File: src/sro_pkg.sv
// Shared types and constants for the stored status register one bank
package sro_pkg;

  // Bit positions inside status register one
  localparam int unsigned LOCK_BIT   = 7;   // Write lock, stored and mirror
  localparam int unsigned PERR_BIT   = 6;   // Program error
  localparam int unsigned EERR_BIT   = 5;   // Erase error
  localparam int unsigned FIELD_HI   = 4;   // Protection field top bit
  localparam int unsigned FIELD_LO   = 2;   // Protection field low bit
  localparam int unsigned WEL_BIT    = 1;   // Write enable latch
  localparam int unsigned BUSY_BIT   = 0;   // Busy flag
  // Position of the protection volatility select in config one
  localparam int unsigned VSEL_BIT   = 3;

  // Values after reset and fixed field codes
  localparam logic [7:0] STATUS_FACTORY = 8'h00; // Shipped stored status
  localparam logic [7:0] CONFIG_FACTORY = 8'h00; // Shipped stored config
  localparam logic [2:0] FIELD_FACTORY  = 3'h0;  // Shipped protection
  localparam logic [2:0] FIELD_LOCKED   = 3'h7;  // Field once volatile
  localparam logic [2:0] FIELD_CLEAR    = 3'h0;  // No protection at all
  localparam logic       PIN_IDLE       = 1'h1;  // Sync stage reset level

  // Pin synchroniser depth
  localparam int unsigned SYNC_STAGES = 3;

  // Commands reaching this bank from the serial command decoder
  typedef enum logic [2:0] {
    CMD_WRITE_REGISTERS,
    CMD_WRITE_ANY,
    CMD_READ_ANY,
    CMD_PROGRAM,
    CMD_ERASE,
    CMD_WHOLE_ERASE
  } sro_cmd_kind_t;

  // Register selected by an any-register command
  typedef enum logic [2:0] {
    SEL_STATUS_STORED,
    SEL_STATUS_LIVE,
    SEL_CONFIG_STORED,
    SEL_CONFIG_LIVE,
    SEL_OTHER
  } sro_reg_sel_t;

  // One command, valid for a single cycle
  typedef struct packed {
    logic          valid;     // Command strobe
    sro_cmd_kind_t kind;      // Which command
    sro_reg_sel_t  sel;       // Target of any-register commands
    logic [7:0]    data;      // Status byte or any-register byte
    logic          cfg_valid; // Write registers carries a config byte
    logic [7:0]    cfg_data;  // Config one byte
    logic          in_range;  // Address lies in the protected region
  } sro_cmd_t;

  // Answer, one cycle after the command
  typedef struct packed {
    logic       valid;   // Answer strobe
    logic       done;    // Command carried out
    logic       refused; // Command ignored
    logic [7:0] rdata;   // Read any register data
  } sro_rsp_t;

  // Status events from the embedded operation engine
  typedef struct packed {
    logic perr_set;  // Program failed
    logic eerr_set;  // Erase failed
    logic err_clr;   // Clear status command
    logic wel_set;   // Write enable command
    logic wel_clr;   // Write disable or operation end
    logic busy;      // Embedded operation running
  } sro_evt_t;

  // Request to program the non-volatile cells
  typedef struct packed {
    logic       status_we; // Program stored status
    logic [7:0] status;    // New stored status byte
    logic       config_we; // Program stored config one
    logic [7:0] config_b;  // New stored config byte
  } sro_nv_t;

endpackage : sro_pkg

File: src/sro_status_bank.sv
// Status register one stored bank with write lock and block protection
// Overview of operation
// Lock set and pin low ignore writes
// Pin high always allows these writes
// Lock clear makes the pin irrelevant
// Pin never blocks other register writes
// Live bit 7 mirrors stored lock
// Stored program-error default seeds live bit 6
// Stored erase-error default seeds live bit 5
// Stored latch default seeds live bit 1
// Stored busy default seeds live bit 0
// Select clear: field stored and copied live
// Select set: only live field written
// Protected region refuses program and erase
// Whole erase needs all protection clear
// Volatile select pins stored field at 111b
// Reset loads live copies from stored
`timescale 1ns/1ps
module sro_status_bank
  import sro_pkg::*;
(
  input  wire logic     i_sys_clk,
  input  wire logic     i_resetn,
  input  wire logic     i_write_protect_n,
  input  wire logic [7:0] i_nv_status_image,
  input  wire logic [7:0] i_nv_config_image,
  input  wire sro_cmd_t i_cmd,
  input  wire sro_evt_t i_evt,
  output sro_rsp_t      o_rsp,
  output sro_nv_t       o_nv,
  output logic [7:0]    o_status_live,
  output logic [7:0]    o_status_stored,
  output logic [7:0]    o_config_live,
  output logic [2:0]    o_protect_active
);

  logic       wp_high;          // Filtered write-protect pin level
  logic [7:0] status_stored;    // Non-volatile status one copy
  logic [7:0] status_live;      // Volatile status one
  logic [7:0] config_stored;    // Non-volatile config one copy
  logic [7:0] config_live;      // Volatile config one
  logic [7:0] next_status_stored;
  logic [7:0] next_status_live;
  logic [7:0] next_config_stored;
  logic [7:0] next_config_live;
  sro_rsp_t   next_rsp;
  sro_nv_t    next_nv;
  logic       vsel;             // Protection taken from live field
  logic [2:0] active_field;     // Field that protects the array
  logic       locked;           // Status and config one are frozen
  logic       hits_guarded;     // Command writes status or config one

  // Pin crosses into the clock domain before anyone looks at it
  sro_pin_sync u_wp_sync (
    .i_sys_clk (i_sys_clk),
    .i_resetn  (i_resetn),
    .i_pin     (i_write_protect_n),
    .o_level   (wp_high)
  );

  // Active protection source and lock decode
  always_comb
  begin
    vsel         = config_stored[VSEL_BIT];
    active_field = vsel ? status_live[FIELD_HI:FIELD_LO]
                        : status_stored[FIELD_HI:FIELD_LO];
    locked       = status_stored[LOCK_BIT] & ~wp_high;
    // Only write commands aimed at status or config one can be frozen
    hits_guarded = 1'b0;
    if (i_cmd.kind == CMD_WRITE_REGISTERS)
    begin
      hits_guarded = 1'b1;
    end
    else if (i_cmd.kind == CMD_WRITE_ANY)
    begin
      hits_guarded = (i_cmd.sel != SEL_OTHER);
    end
  end

  // Next values of all registers and the answer
  always_comb
  begin
    next_status_stored = status_stored;
    next_status_live   = status_live;
    next_config_stored = config_stored;
    next_config_live   = config_live;
    next_rsp           = '0;
    next_nv            = '0;

    // Engine events; a set beats a clear in the same cycle
    next_status_live[PERR_BIT] = i_evt.perr_set
                               | (status_live[PERR_BIT] & ~i_evt.err_clr);
    next_status_live[EERR_BIT] = i_evt.eerr_set
                               | (status_live[EERR_BIT] & ~i_evt.err_clr);
    next_status_live[WEL_BIT]  = i_evt.wel_set
                               | (status_live[WEL_BIT] & ~i_evt.wel_clr);
    next_status_live[BUSY_BIT] = i_evt.busy;

    if (i_cmd.valid)
    begin
      next_rsp.valid = 1'b1;
      if (hits_guarded && locked)
      begin
        // Frozen: the command is dropped untouched
        next_rsp.refused = 1'b1;
      end
      else
      begin
        case (i_cmd.kind)
          CMD_WRITE_REGISTERS:
          begin
            next_rsp.done = 1'b1;
            next_status_stored[LOCK_BIT] = i_cmd.data[LOCK_BIT];
            if (!vsel)
            begin
              // Program stored field and copy it live
              next_status_stored[FIELD_HI:FIELD_LO] =
                i_cmd.data[FIELD_HI:FIELD_LO];
              next_status_live[FIELD_HI:FIELD_LO] =
                i_cmd.data[FIELD_HI:FIELD_LO];
            end
            else
            begin
              // Stored field untouched in volatile mode
              next_status_live[FIELD_HI:FIELD_LO] =
                i_cmd.data[FIELD_HI:FIELD_LO];
            end
            if (i_cmd.cfg_valid)
            begin
              next_config_stored = i_cmd.cfg_data;
              // Volatility select is one-time: once set it stays set
              next_config_stored[VSEL_BIT] = config_stored[VSEL_BIT]
                                           | i_cmd.cfg_data[VSEL_BIT];
              next_config_live = next_config_stored;
            end
          end
          CMD_WRITE_ANY:
          begin
            next_rsp.done = 1'b1;
            case (i_cmd.sel)
              SEL_STATUS_STORED:
              begin
                next_status_stored[LOCK_BIT] = i_cmd.data[LOCK_BIT];
                if (!vsel)
                begin
                  next_status_stored[FIELD_HI:FIELD_LO] =
                    i_cmd.data[FIELD_HI:FIELD_LO];
                  next_status_live[FIELD_HI:FIELD_LO] =
                    i_cmd.data[FIELD_HI:FIELD_LO];
                end
              end
              SEL_STATUS_LIVE:
              begin
                // Live field is user writable only in volatile mode
                if (vsel)
                begin
                  next_status_live[FIELD_HI:FIELD_LO] =
                    i_cmd.data[FIELD_HI:FIELD_LO];
                end
              end
              SEL_CONFIG_STORED:
              begin
                next_config_stored = i_cmd.data;
                next_config_stored[VSEL_BIT] = config_stored[VSEL_BIT]
                                             | i_cmd.data[VSEL_BIT];
                next_config_live = next_config_stored;
              end
              SEL_CONFIG_LIVE:
              begin
                // Select bit has no live twin worth changing
                next_config_live = i_cmd.data;
                next_config_live[VSEL_BIT] = config_live[VSEL_BIT];
              end
              default:
              begin
                // Other registers live elsewhere; accepted here   R04
                next_rsp.done = 1'b1;
              end
            endcase
          end
          CMD_READ_ANY:
          begin
            next_rsp.done = 1'b1;
            case (i_cmd.sel)
              SEL_STATUS_STORED: next_rsp.rdata = status_stored;
              SEL_STATUS_LIVE:   next_rsp.rdata = status_live;
              SEL_CONFIG_STORED: next_rsp.rdata = config_stored;
              SEL_CONFIG_LIVE:   next_rsp.rdata = config_live;
              default:           next_rsp.rdata = 8'h00;
            endcase
          end
          CMD_PROGRAM,
          CMD_ERASE:
          begin
            // Range decode is outside; we only gate on its verdict
            next_rsp.refused = (active_field != FIELD_CLEAR)
                             & i_cmd.in_range;
            next_rsp.done    = ~next_rsp.refused;
          end
          CMD_WHOLE_ERASE:
          begin
            next_rsp.refused = (active_field != FIELD_CLEAR);
            next_rsp.done    = ~next_rsp.refused;
          end
          default:
          begin
            next_rsp.refused = 1'b1;
          end
        endcase
      end
    end

    // Volatile select pins the stored field; user values are lost
    if (next_config_stored[VSEL_BIT])
    begin
      next_status_stored[FIELD_HI:FIELD_LO] = FIELD_LOCKED;
    end
    // Read-only defaults never move
    next_status_stored[PERR_BIT] = status_stored[PERR_BIT];
    next_status_stored[EERR_BIT] = status_stored[EERR_BIT];
    next_status_stored[WEL_BIT]  = status_stored[WEL_BIT];
    next_status_stored[BUSY_BIT] = status_stored[BUSY_BIT];
    // Lock mirror tracks the stored bit for zero-latency reads
    next_status_live[LOCK_BIT] = next_status_stored[LOCK_BIT];

    // Ask the cell array to program whatever stored byte changed
    next_nv.status_we = (next_status_stored != status_stored);
    next_nv.status    = next_status_stored;
    next_nv.config_we = (next_config_stored != config_stored);
    next_nv.config_b  = next_config_stored;
  end

  // Register stage; reset reloads live copies from the stored image
  always_ff @(posedge i_sys_clk)
  begin
    if (!i_resetn)
    begin
      status_stored <= i_nv_status_image;
      status_live   <= i_nv_status_image;
      config_stored <= i_nv_config_image;
      config_live   <= i_nv_config_image;
      o_rsp         <= '0;
      o_nv          <= '0;
    end
    else
    begin
      status_stored <= next_status_stored;
      status_live   <= next_status_live;
      config_stored <= next_config_stored;
      config_live   <= next_config_live;
      o_rsp         <= next_rsp;
      o_nv          <= next_nv;
    end
  end

  // Observation outputs from flops; protection field through the select mux
  assign o_status_live    = status_live;
  assign o_status_stored  = status_stored;
  assign o_config_live    = config_live;
  assign o_protect_active = active_field;

  logic guarded_wr;   // Write aimed at status or config one
  assign guarded_wr = i_cmd.valid & hits_guarded;
endmodule : sro_status_bank

File: src/sro_pin_sync.sv
// Three-stage synchroniser with agreement filter for one pin
`timescale 1ns/1ps
module sro_pin_sync
  import sro_pkg::*;
(
  input  wire logic i_sys_clk,
  input  wire logic i_resetn,
  input  wire logic i_pin,
  output logic      o_level
);

  logic [SYNC_STAGES-1:0] stage;      // Shift chain, bit 0 first
  logic [SYNC_STAGES-1:0] next_stage; // Next chain value
  logic                   next_level; // Next filtered level

  // Shift in; first stage only feeds the second
  always_comb
  begin
    next_stage = {stage[SYNC_STAGES-2:0], i_pin};
    // Accept a change only when the last two stages agree
    next_level = (stage[1] == stage[2]) ? stage[2] : o_level;
  end

  // Register chain and filtered level
  always_ff @(posedge i_sys_clk)
  begin
    if (!i_resetn)
    begin
      stage   <= {SYNC_STAGES{PIN_IDLE}};
      o_level <= PIN_IDLE;
    end
    else
    begin
      stage   <= next_stage;
      o_level <= next_level;
    end
  end

endmodule : sro_pin_sync

File: config.mk
export PLATFORM = sky130hd
export DESIGN_NAME = sro_status_bank
export DESIGN_NICKNAME = d
export VERILOG_FILES = /design/src/sro_pkg.sv /design/src/sro_status_bank.sv /design/src/sro_pin_sync.sv
export SDC_FILE = /design/constraint.sdc
export NUM_CORES = 1
export LEC_CHECK = 0
export BUFFER_PORTS_ARGS = -buffer_cell sky130_fd_sc_hd__buf_2
export CAP_MARGIN = 10
export CORE_ASPECT_RATIO = 1.75
export CORE_MARGIN = 1
export CORE_UTILIZATION = 50
export CTS_CLUSTER_SIZE = 24
export DETAILED_ROUTE_END_ITERATION = 16
export GPL_ROUTABILITY_DRIVEN = 0
export PLACE_DENSITY = 0.89
export REMOVE_ABC_BUFFERS = 1
export SLEW_MARGIN = 0
export SYNTH_ARGS = -nofsm -noshare
export SYNTH_HDL_FRONTEND = slang
export SYNTH_SLANG_ARGS = --single-unit
export TNS_END_PERCENT = 50
File: constraint.sdc
create_clock -name i_sys_clk -period 2.55 [get_ports i_sys_clk]
set_input_delay 0.255 -clock i_sys_clk [delete_from_list [all_inputs] [get_ports i_sys_clk]]
set_output_delay 0.255 -clock i_sys_clk [all_outputs]
set_load 0.05 [all_outputs]
# After elaboration in Yosys (flattened, before gate mapping)
# Cells that the tools add are included.
[word_totals] register_bits=65 latchBits=0 ramBits=0 mem_bits_ro=0 in_bits=50 output_inout_bits=56 word_cells=110 memories=0
[classes] n_addsub=0 mul=0 n_div=0 n_lt_le_gt_ge=0 n_eq_ne=22 shifts=0 mux=41 bitwise=18 n_reduce_logical=12
[op_table] cell="8-bit 2-to-1 mux" count=13
[op_table] cell="8-bit case mux with 2 select lines" count=3
[op_table] cell="8-bit case mux with 4 select lines" count=1
[op_table] cell="3-bit 2-to-1 mux" count=10
[op_table] cell="3-bit case mux with 2 select lines" count=3
[op_table] cell="3-bit by 2-bit == test with 1-bit output, second input constant" count=4
[op_table] cell="6-bit AND reduction" count=2
[op_table] cell="11-bit 2-to-1 mux" count=1
[op_table] cell="3-bit inequality test, second input constant" count=3
[op_table] cell="4-bit by 2-bit inequality test with 1-bit output, second input constant" count=2
[op_table] cell="4-bit inequality test, second input constant" count=2
[op_table] cell="8-bit inequality test" count=1
[op_table] cell="1-bit NOT" count=8
[op_table] cell="1-bit 2-to-1 mux" count=7
[op_table] cell="3-bit by 1-bit == test with 1-bit output, second input constant" count=2
[op_table] cell="3-bit == test, second input constant" count=2
[op_table] cell="3-bit logical NOT" count=2
[op_table] cell="1-bit case mux with 3 select lines" count=2
[op_table] cell="3-bit OR reduction" count=2
[op_table] cell="1-bit AND" count=5
[op_table] cell="1-bit bitwise OR" count=5
[op_table] cell="5-bit AND reduction" count=1
[op_table] cell="4-bit inequality test" count=1
[op_table] cell="4-bit OR reduction" count=1
[op_table] cell="10 further kinds" count=10

# Longest topological paths before layout
[depth] word_depth=8 ltp_mapped=8 ltp_nobuf=5

# Modules after synthesis
# Synthesis repeated with hierarchy kept, for this count alone.
[hier_totals] hier_cells=340 area_unflattened_um2=3320.7
[modules_own_cells] mod="sro_status_bank" n_inst=1 cells_per_inst=330 area_per_inst_um2=3208.1 seq_area_each_um2=1351.3
[modules_own_cells] mod="sro_pin_sync" n_inst=1 cells_per_inst=10 area_per_inst_um2=112.6 seq_area_each_um2=80.1

# Least setup slack after synthesis
# Ideal clock, no wire load.
[synth_timing] path_kind="input to register" startpoint="input port i_cmd[22] in the netlist's numbering" endpoint="register config_live[0] (netlist: o_config_live[0]) (enable)" setup_time_ps=381 t_arrival_ps=1856 path_slack_ps=314 cell_stages=6 path_buffers=3 path_cell_list="buf_6 or3b_4 buf_6 a21o_1 buf_2 o21ai_0"
[synth_via] elab_chain_cells=6
[synth_rtl] element="from (decl)" line_no="sro_status_bank.sv:27" rtl="input wire sro_cmd_t i_cmd,"
[synth_rtl] element="3-bit by 1-bit == test with 1-bit output" line_no="sro_status_bank.sv:74, sro_status_bank.sv:109"
[synth_rtl] element="1-bit 2-to-1 mux" line_no="sro_status_bank.sv:74" rtl="else if (i_cmd.kind == CMD_WRITE_ANY)"
[synth_rtl] element="1-bit 2-to-1 mux" line_no="sro_status_bank.sv:70" rtl="if (i_cmd.kind == CMD_WRITE_REGISTERS)"
[synth_rtl] element="1-bit logical AND" line_no="sro_status_bank.sv:102" rtl="if (hits_guarded && locked)"
[synth_rtl] element="2-bit inequality test (no line)"
[synth_rtl] element="5-bit AND reduction (no line) *"
[synth_rtl] element="to (signal assigned)" line_no="sro_status_bank.sv:241" rtl="config_live <= i_nv_config_image;"
[synth_rtl] element="to (signal assigned)" line_no="sro_status_bank.sv:250" rtl="config_live <= next_config_live;"
[synth_rtl] element="to (decl)" line_no="sro_status_bank.sv:41" rtl="logic [7:0] config_live;"
# Every way passes the cells marked *; elsewhere a longest branch is shown, timed or not.
# A chain may end at the register's enable or synchronous reset.

# Worst setup path after layout
[layout_timing] startpoint="register config_stored[3]" endpoint="register o_rsp[8] in the netlist's numbering"
[layout_via] elab_chain_cells=5
[layout_rtl] element="from (decl)" line_no="sro_status_bank.sv:40" rtl="logic [7:0] config_stored;"
[layout_rtl] element="from (signal assigned)" line_no="sro_status_bank.sv:240" rtl="config_stored <= i_nv_config_image;"
[layout_rtl] element="from (signal assigned)" line_no="sro_status_bank.sv:249" rtl="config_stored <= next_config_stored;"
[layout_rtl] element="3-bit 2-to-1 mux *" line_no="sro_status_bank.sv:65" rtl="active_field = vsel ? status_live[FIELD_HI:FIELD_LO]"
[layout_rtl] element="3-bit nonzero test *" line_no="sro_status_bank.sv:196, sro_status_bank.sv:202"
[layout_rtl] element="1-bit AND" line_no="sro_status_bank.sv:197" rtl="& i_cmd.in_range;"
[layout_rtl] element="1-bit case mux with 3 select lines *" line_no="sro_status_bank.sv:109" rtl="case (i_cmd.kind)"
[layout_rtl] element="1-bit 2-to-1 mux *" line_no="sro_status_bank.sv:102"
[layout_rtl] element="to (signal assigned)" line_no="sro_status_bank.sv:251" rtl="o_rsp <= next_rsp;"
[layout_rtl] element="to (decl)" line_no="sro_status_bank.sv:29" rtl="output sro_rsp_t o_rsp,"
# Marks and branches as above.

==> summary.txt <==
Run status
  • Outcome: completed

GRT
  • Antenna violations before repair: 0
  • Total global routing overflow: 0
  • All-Layer GR Usage: 27.8%
  • Pin count of the biggest net entering global routing: 27
  • Global-route wire length before repair: 14.6 mm
  • Via count of the first global-routing pass: 3072

Worst setup path
  • Startpoint of the worst register-to-register path: config_stored[3]
  • Crit-path max FO: 17
  • Class of the most critical setup path: reg -> reg
  • Critical path endpoint category: flip-flop
  • Critical path required time: 2770 ps
  • FF-to-FF path depth: 5
  • Startpoint type of the worst setup path: flip-flop
  • Data arrival time of the critical path: 2390 ps
  • Cell at the slowest stage of the critical path: sky130_fd_sc_hd__dfxtp_1
  • Cell class contributing the biggest share of worst-path delay: flip-flops
  • Internal reg-to-reg setup slack: 380 ps
  • Worst R2R End: o_rsp[8]
  • Cells along the critical path: mux2_2 -> or3_1 -> a31oi_1 -> o211ai_1 -> and2_1
  • Largest incremental delay on the critical path: 770 ps
  • Buf/Inv on CP: 0

Routing
  • Total iterations of the first detailed-routing run: 7
  • Routed len/inst: 17.1 um
  • Number of DRC violations after detailed routing: 0
  • Vias: 3173
  • Detail-routed via count per cell: 5.92
  • DRT iter0 DRCs: 306
  • DRT Wirelength: 9.19 mm
  • Number of routed nets with antenna violations: 0

Cells and area
  • Number of inserted filler cells in the final layout: 517
  • Area used by multi-input combinational logic: 1690 um^2
  • Final #Nets: 499
  • Synth-to-Final Area Change: 24.4%
  • Antenna Cells: 0
  • Share of layout cells above drive strength 1: 32.8%
  • Area occupied by registers: 1430 um^2

STA
  • Highest clock rate: 0.462 GHz
  • Final hold violation count: 0
  • Number of pins exceeding their max-slew limit in the final report: 0
  • Sum of negative setup slack: 0 ps
  • Worst Tran Pin Value: 707 ps
  • Max_slew headroom: 52.8%
  • Final-report setup violation count: 0
  • RSZ-0062 raised after global routing: false
  • Final Cycle Share: 84.9%
  • Clock tree skew after final layout: 4.71 ps
  • Final worst path period need: 2170 ps

Die
  • Die Ht: 110 um
  • IO Count: 106
  • Area of the core region: 6490 um^2
  • Die area: 7000 um^2
  • Die width: 63.7 um
  • Initial Util: 51.3%
  • # rows: 39

Pwr
  • PnR Total Power: 3030 uW
  • Ratio of total power to cell area: 733 nW/um^2
  • Worst supply voltage drop on vdd: 0.366 mV
  • Net switching share of the total power: 31.4%
  • Combinational Power Share: 22.1%
  • Part of the power in registers: 39.3%
  • Cell leakage power: 0.00185 uW
  • Clock share of power: 38.6%
  • Net Switching: 954 uW
  • Internal Dissipation: 2080 uW

Logic synthesis
  • Largest area contributor in the netlist: sky130_fd_sc_hd__dfxtp_1
  • Average size of a mapped cell: 9.38 um^2
  • Asr flop ratio synth: 0%
  • Number of enable-type register cells in the synthesized netlist: 15
  • Count of mapped cells out of synthesis: 355
  • Most numerous cell types in the synthesized netlist: sky130_fd_sc_hd__dfxtp_1, sky130_fd_sc_hd__nor2_1, sky130_fd_sc_hd__a21oi_1
  • Total number of yosys warnings: 0
  • Register area share after synthesis: 43.0%
  • Top area cells in the synthesized netlist: sky130_fd_sc_hd__dfxtp_1, sky130_fd_sc_hd__edfxtp_1, sky130_fd_sc_hd__mux2i_1, sky130_fd_sc_hd__a21oi_1, sky130_fd_sc_hd__nor2_1
  • Synth top area share: 29.5%
  • Total standard cell area after synthesis: 3330 um^2
  • Number of register bits inferred by synthesis: 64
  • Count of different cell masters after synthesis: 59
  • Most frequent cell after synthesis: sky130_fd_sc_hd__dfxtp_1
  • Primary flip-flop cell chosen by synthesis mapping: sky130_fd_sc_hd__dfxtp_1

Placement
  • Placed wire-length estimate after detailed placement: 6.76 mm
  • Port buffer count: 105

Min path
  • Min-Delay Path Depth: 2
  • Worst min-delay path endpoint: u_wp_sync.stage[0]
  • Hold wc startpoint: i_write_protect_n
  • Hold Crit Class: in -> reg

CTS
  • Postcts setup bufs: 0
  • TritonCTS Buffers: 9
  • Number of gates given a new drive strength after cts: 0
  • Maximum clock insertion buffer count: 2
  • Clock latency of the later-clocked register in the worst-skew pair: 330 ps
  • Clock tree from TritonCTS: done
  • CTS hold repair buffers: 0
  • CTS sink count: 64
  • Number of levels in the clock H-tree: 3
  • Clock edge transition at the registers on the reported setup and hold paths: 50 ps
  • Buffer type at the clock tree root: sky130_fd_sc_hd__clkbuf_16

Job
  • Maximum capacitance violations: 0
-- power groups by stage --
stage | sequential, uW | clock, uW | combinational [uW]
detailed placement | 1210 | 0 | 663
global placement | 1210 | 0 | 649
global route | 1200 | 1220 | 713
CTS | 1190 | 1180 | 667
finish | 1190 | 1170 | 671
floorplan | 1410 | 0 | 237
-- metrics by stage --
stage	hold WS, ps	setup slack, ps	instances	instance area [um^2]	util (%)
floorplan	328	106	323	3160	-
global placement	393	412	520	3860	59.5
detailed placement	400	350	520	3860	59.5
CTS	100	407	536	4140	63.8
global route	116	267	536	4140	63.8
finish	104	384	536	4140	63.8
-- metal layers --
metal | global-route usage, % | vias up | part of all wire (%)
met5 | 0 | - | 0
met4 | 20.6 | 0 | 6.4
met3 | 5.39 | 51 | 5.9
met2 | 47.9 | 183 | 51
met1 | 29.9 | 1460 | 37
li1 | - | 1479 | -
-- flip-flops by register name, summed over array words and instances (netlist names) --
register and flops:
o_nv 18, o_rsp 11, config_stored 8, o_config_live 8, o_status_stored 8, o_status_live 7
u_wp_sync.stage 3, u_wp_sync.o_level 1
-- cell type report --
type                       count  share of cell area [%]
multi-input combinational    250                    40.8
sequential                    64                    34.6
timing repair buffer         115                    14.5
clock buffer                  12                    5.71
tap                           82                    2.48
clock inverter                 4                    1.09
inverter                       9                   0.816
-- worst max-delay path by stage --
stage / from / end / slack (ps) / cells after the start
after floorplan: o_status_stored[7] / o_config_live[0] / 110 / 3
after global placement: i_cmd[18] / o_config_live[1] / 410 / 5
after detailed placement: i_cmd[18] / o_config_live[1] / 350 / 5
after CTS: config_stored[3] / o_rsp[8] / 410 / 5
after global routing: config_stored[3] / o_rsp[8] / 270 / 5
final: config_stored[3] / o_rsp[8] / 380 / 5
-- cell usage in the layout, fill, tap and decap left out, types with 4 or more instances in the layout --
master / instances
sky130_fd_sc_hd__dfxtp_1: 49
sky130_fd_sc_hd__nor3_1: 6
sky130_fd_sc_hd__nand2b_1: 5
sky130_fd_sc_hd__nor2_1: 34
sky130_fd_sc_hd__inv_1: 8
sky130_fd_sc_hd__buf_2: 105
sky130_fd_sc_hd__clkbuf_16: 9
sky130_fd_sc_hd__a21oi_1: 28
sky130_fd_sc_hd__buf_4: 10
sky130_fd_sc_hd__o21ai_0: 23
sky130_fd_sc_hd__nor2b_1: 15
sky130_fd_sc_hd__mux2_2: 10
sky130_fd_sc_hd__and3_1: 4
sky130_fd_sc_hd__a21o_1: 4
sky130_fd_sc_hd__edfxtp_1: 15
sky130_fd_sc_hd__nand2_1: 20
sky130_fd_sc_hd__and2_1: 6
sky130_fd_sc_hd__o31ai_1: 4
sky130_fd_sc_hd__a22oi_1: 5
sky130_fd_sc_hd__mux4_2: 4
sky130_fd_sc_hd__nand4_1: 5
sky130_fd_sc_hd__a211oi_1: 7
sky130_fd_sc_hd__mux2i_1: 19
-- logic make-up (layout without fill, tap and decap cells) --
| kind of cell | count (synthesis) | in the layout | synth area share [%] |
|---|---|---|---|
| flops | 64 | 64 | 43.0 |
| xor+xnor | 3 | 3 | 0.790 |
| simple gates | 115 | 115 | 18.1 |
| buf+inv | 41 | 140 | 6.20 |
| compound gates | 99 | 99 | 20.1 |
| mux | 33 | 33 | 11.8 |
Power figures use the tool's default switching activity.
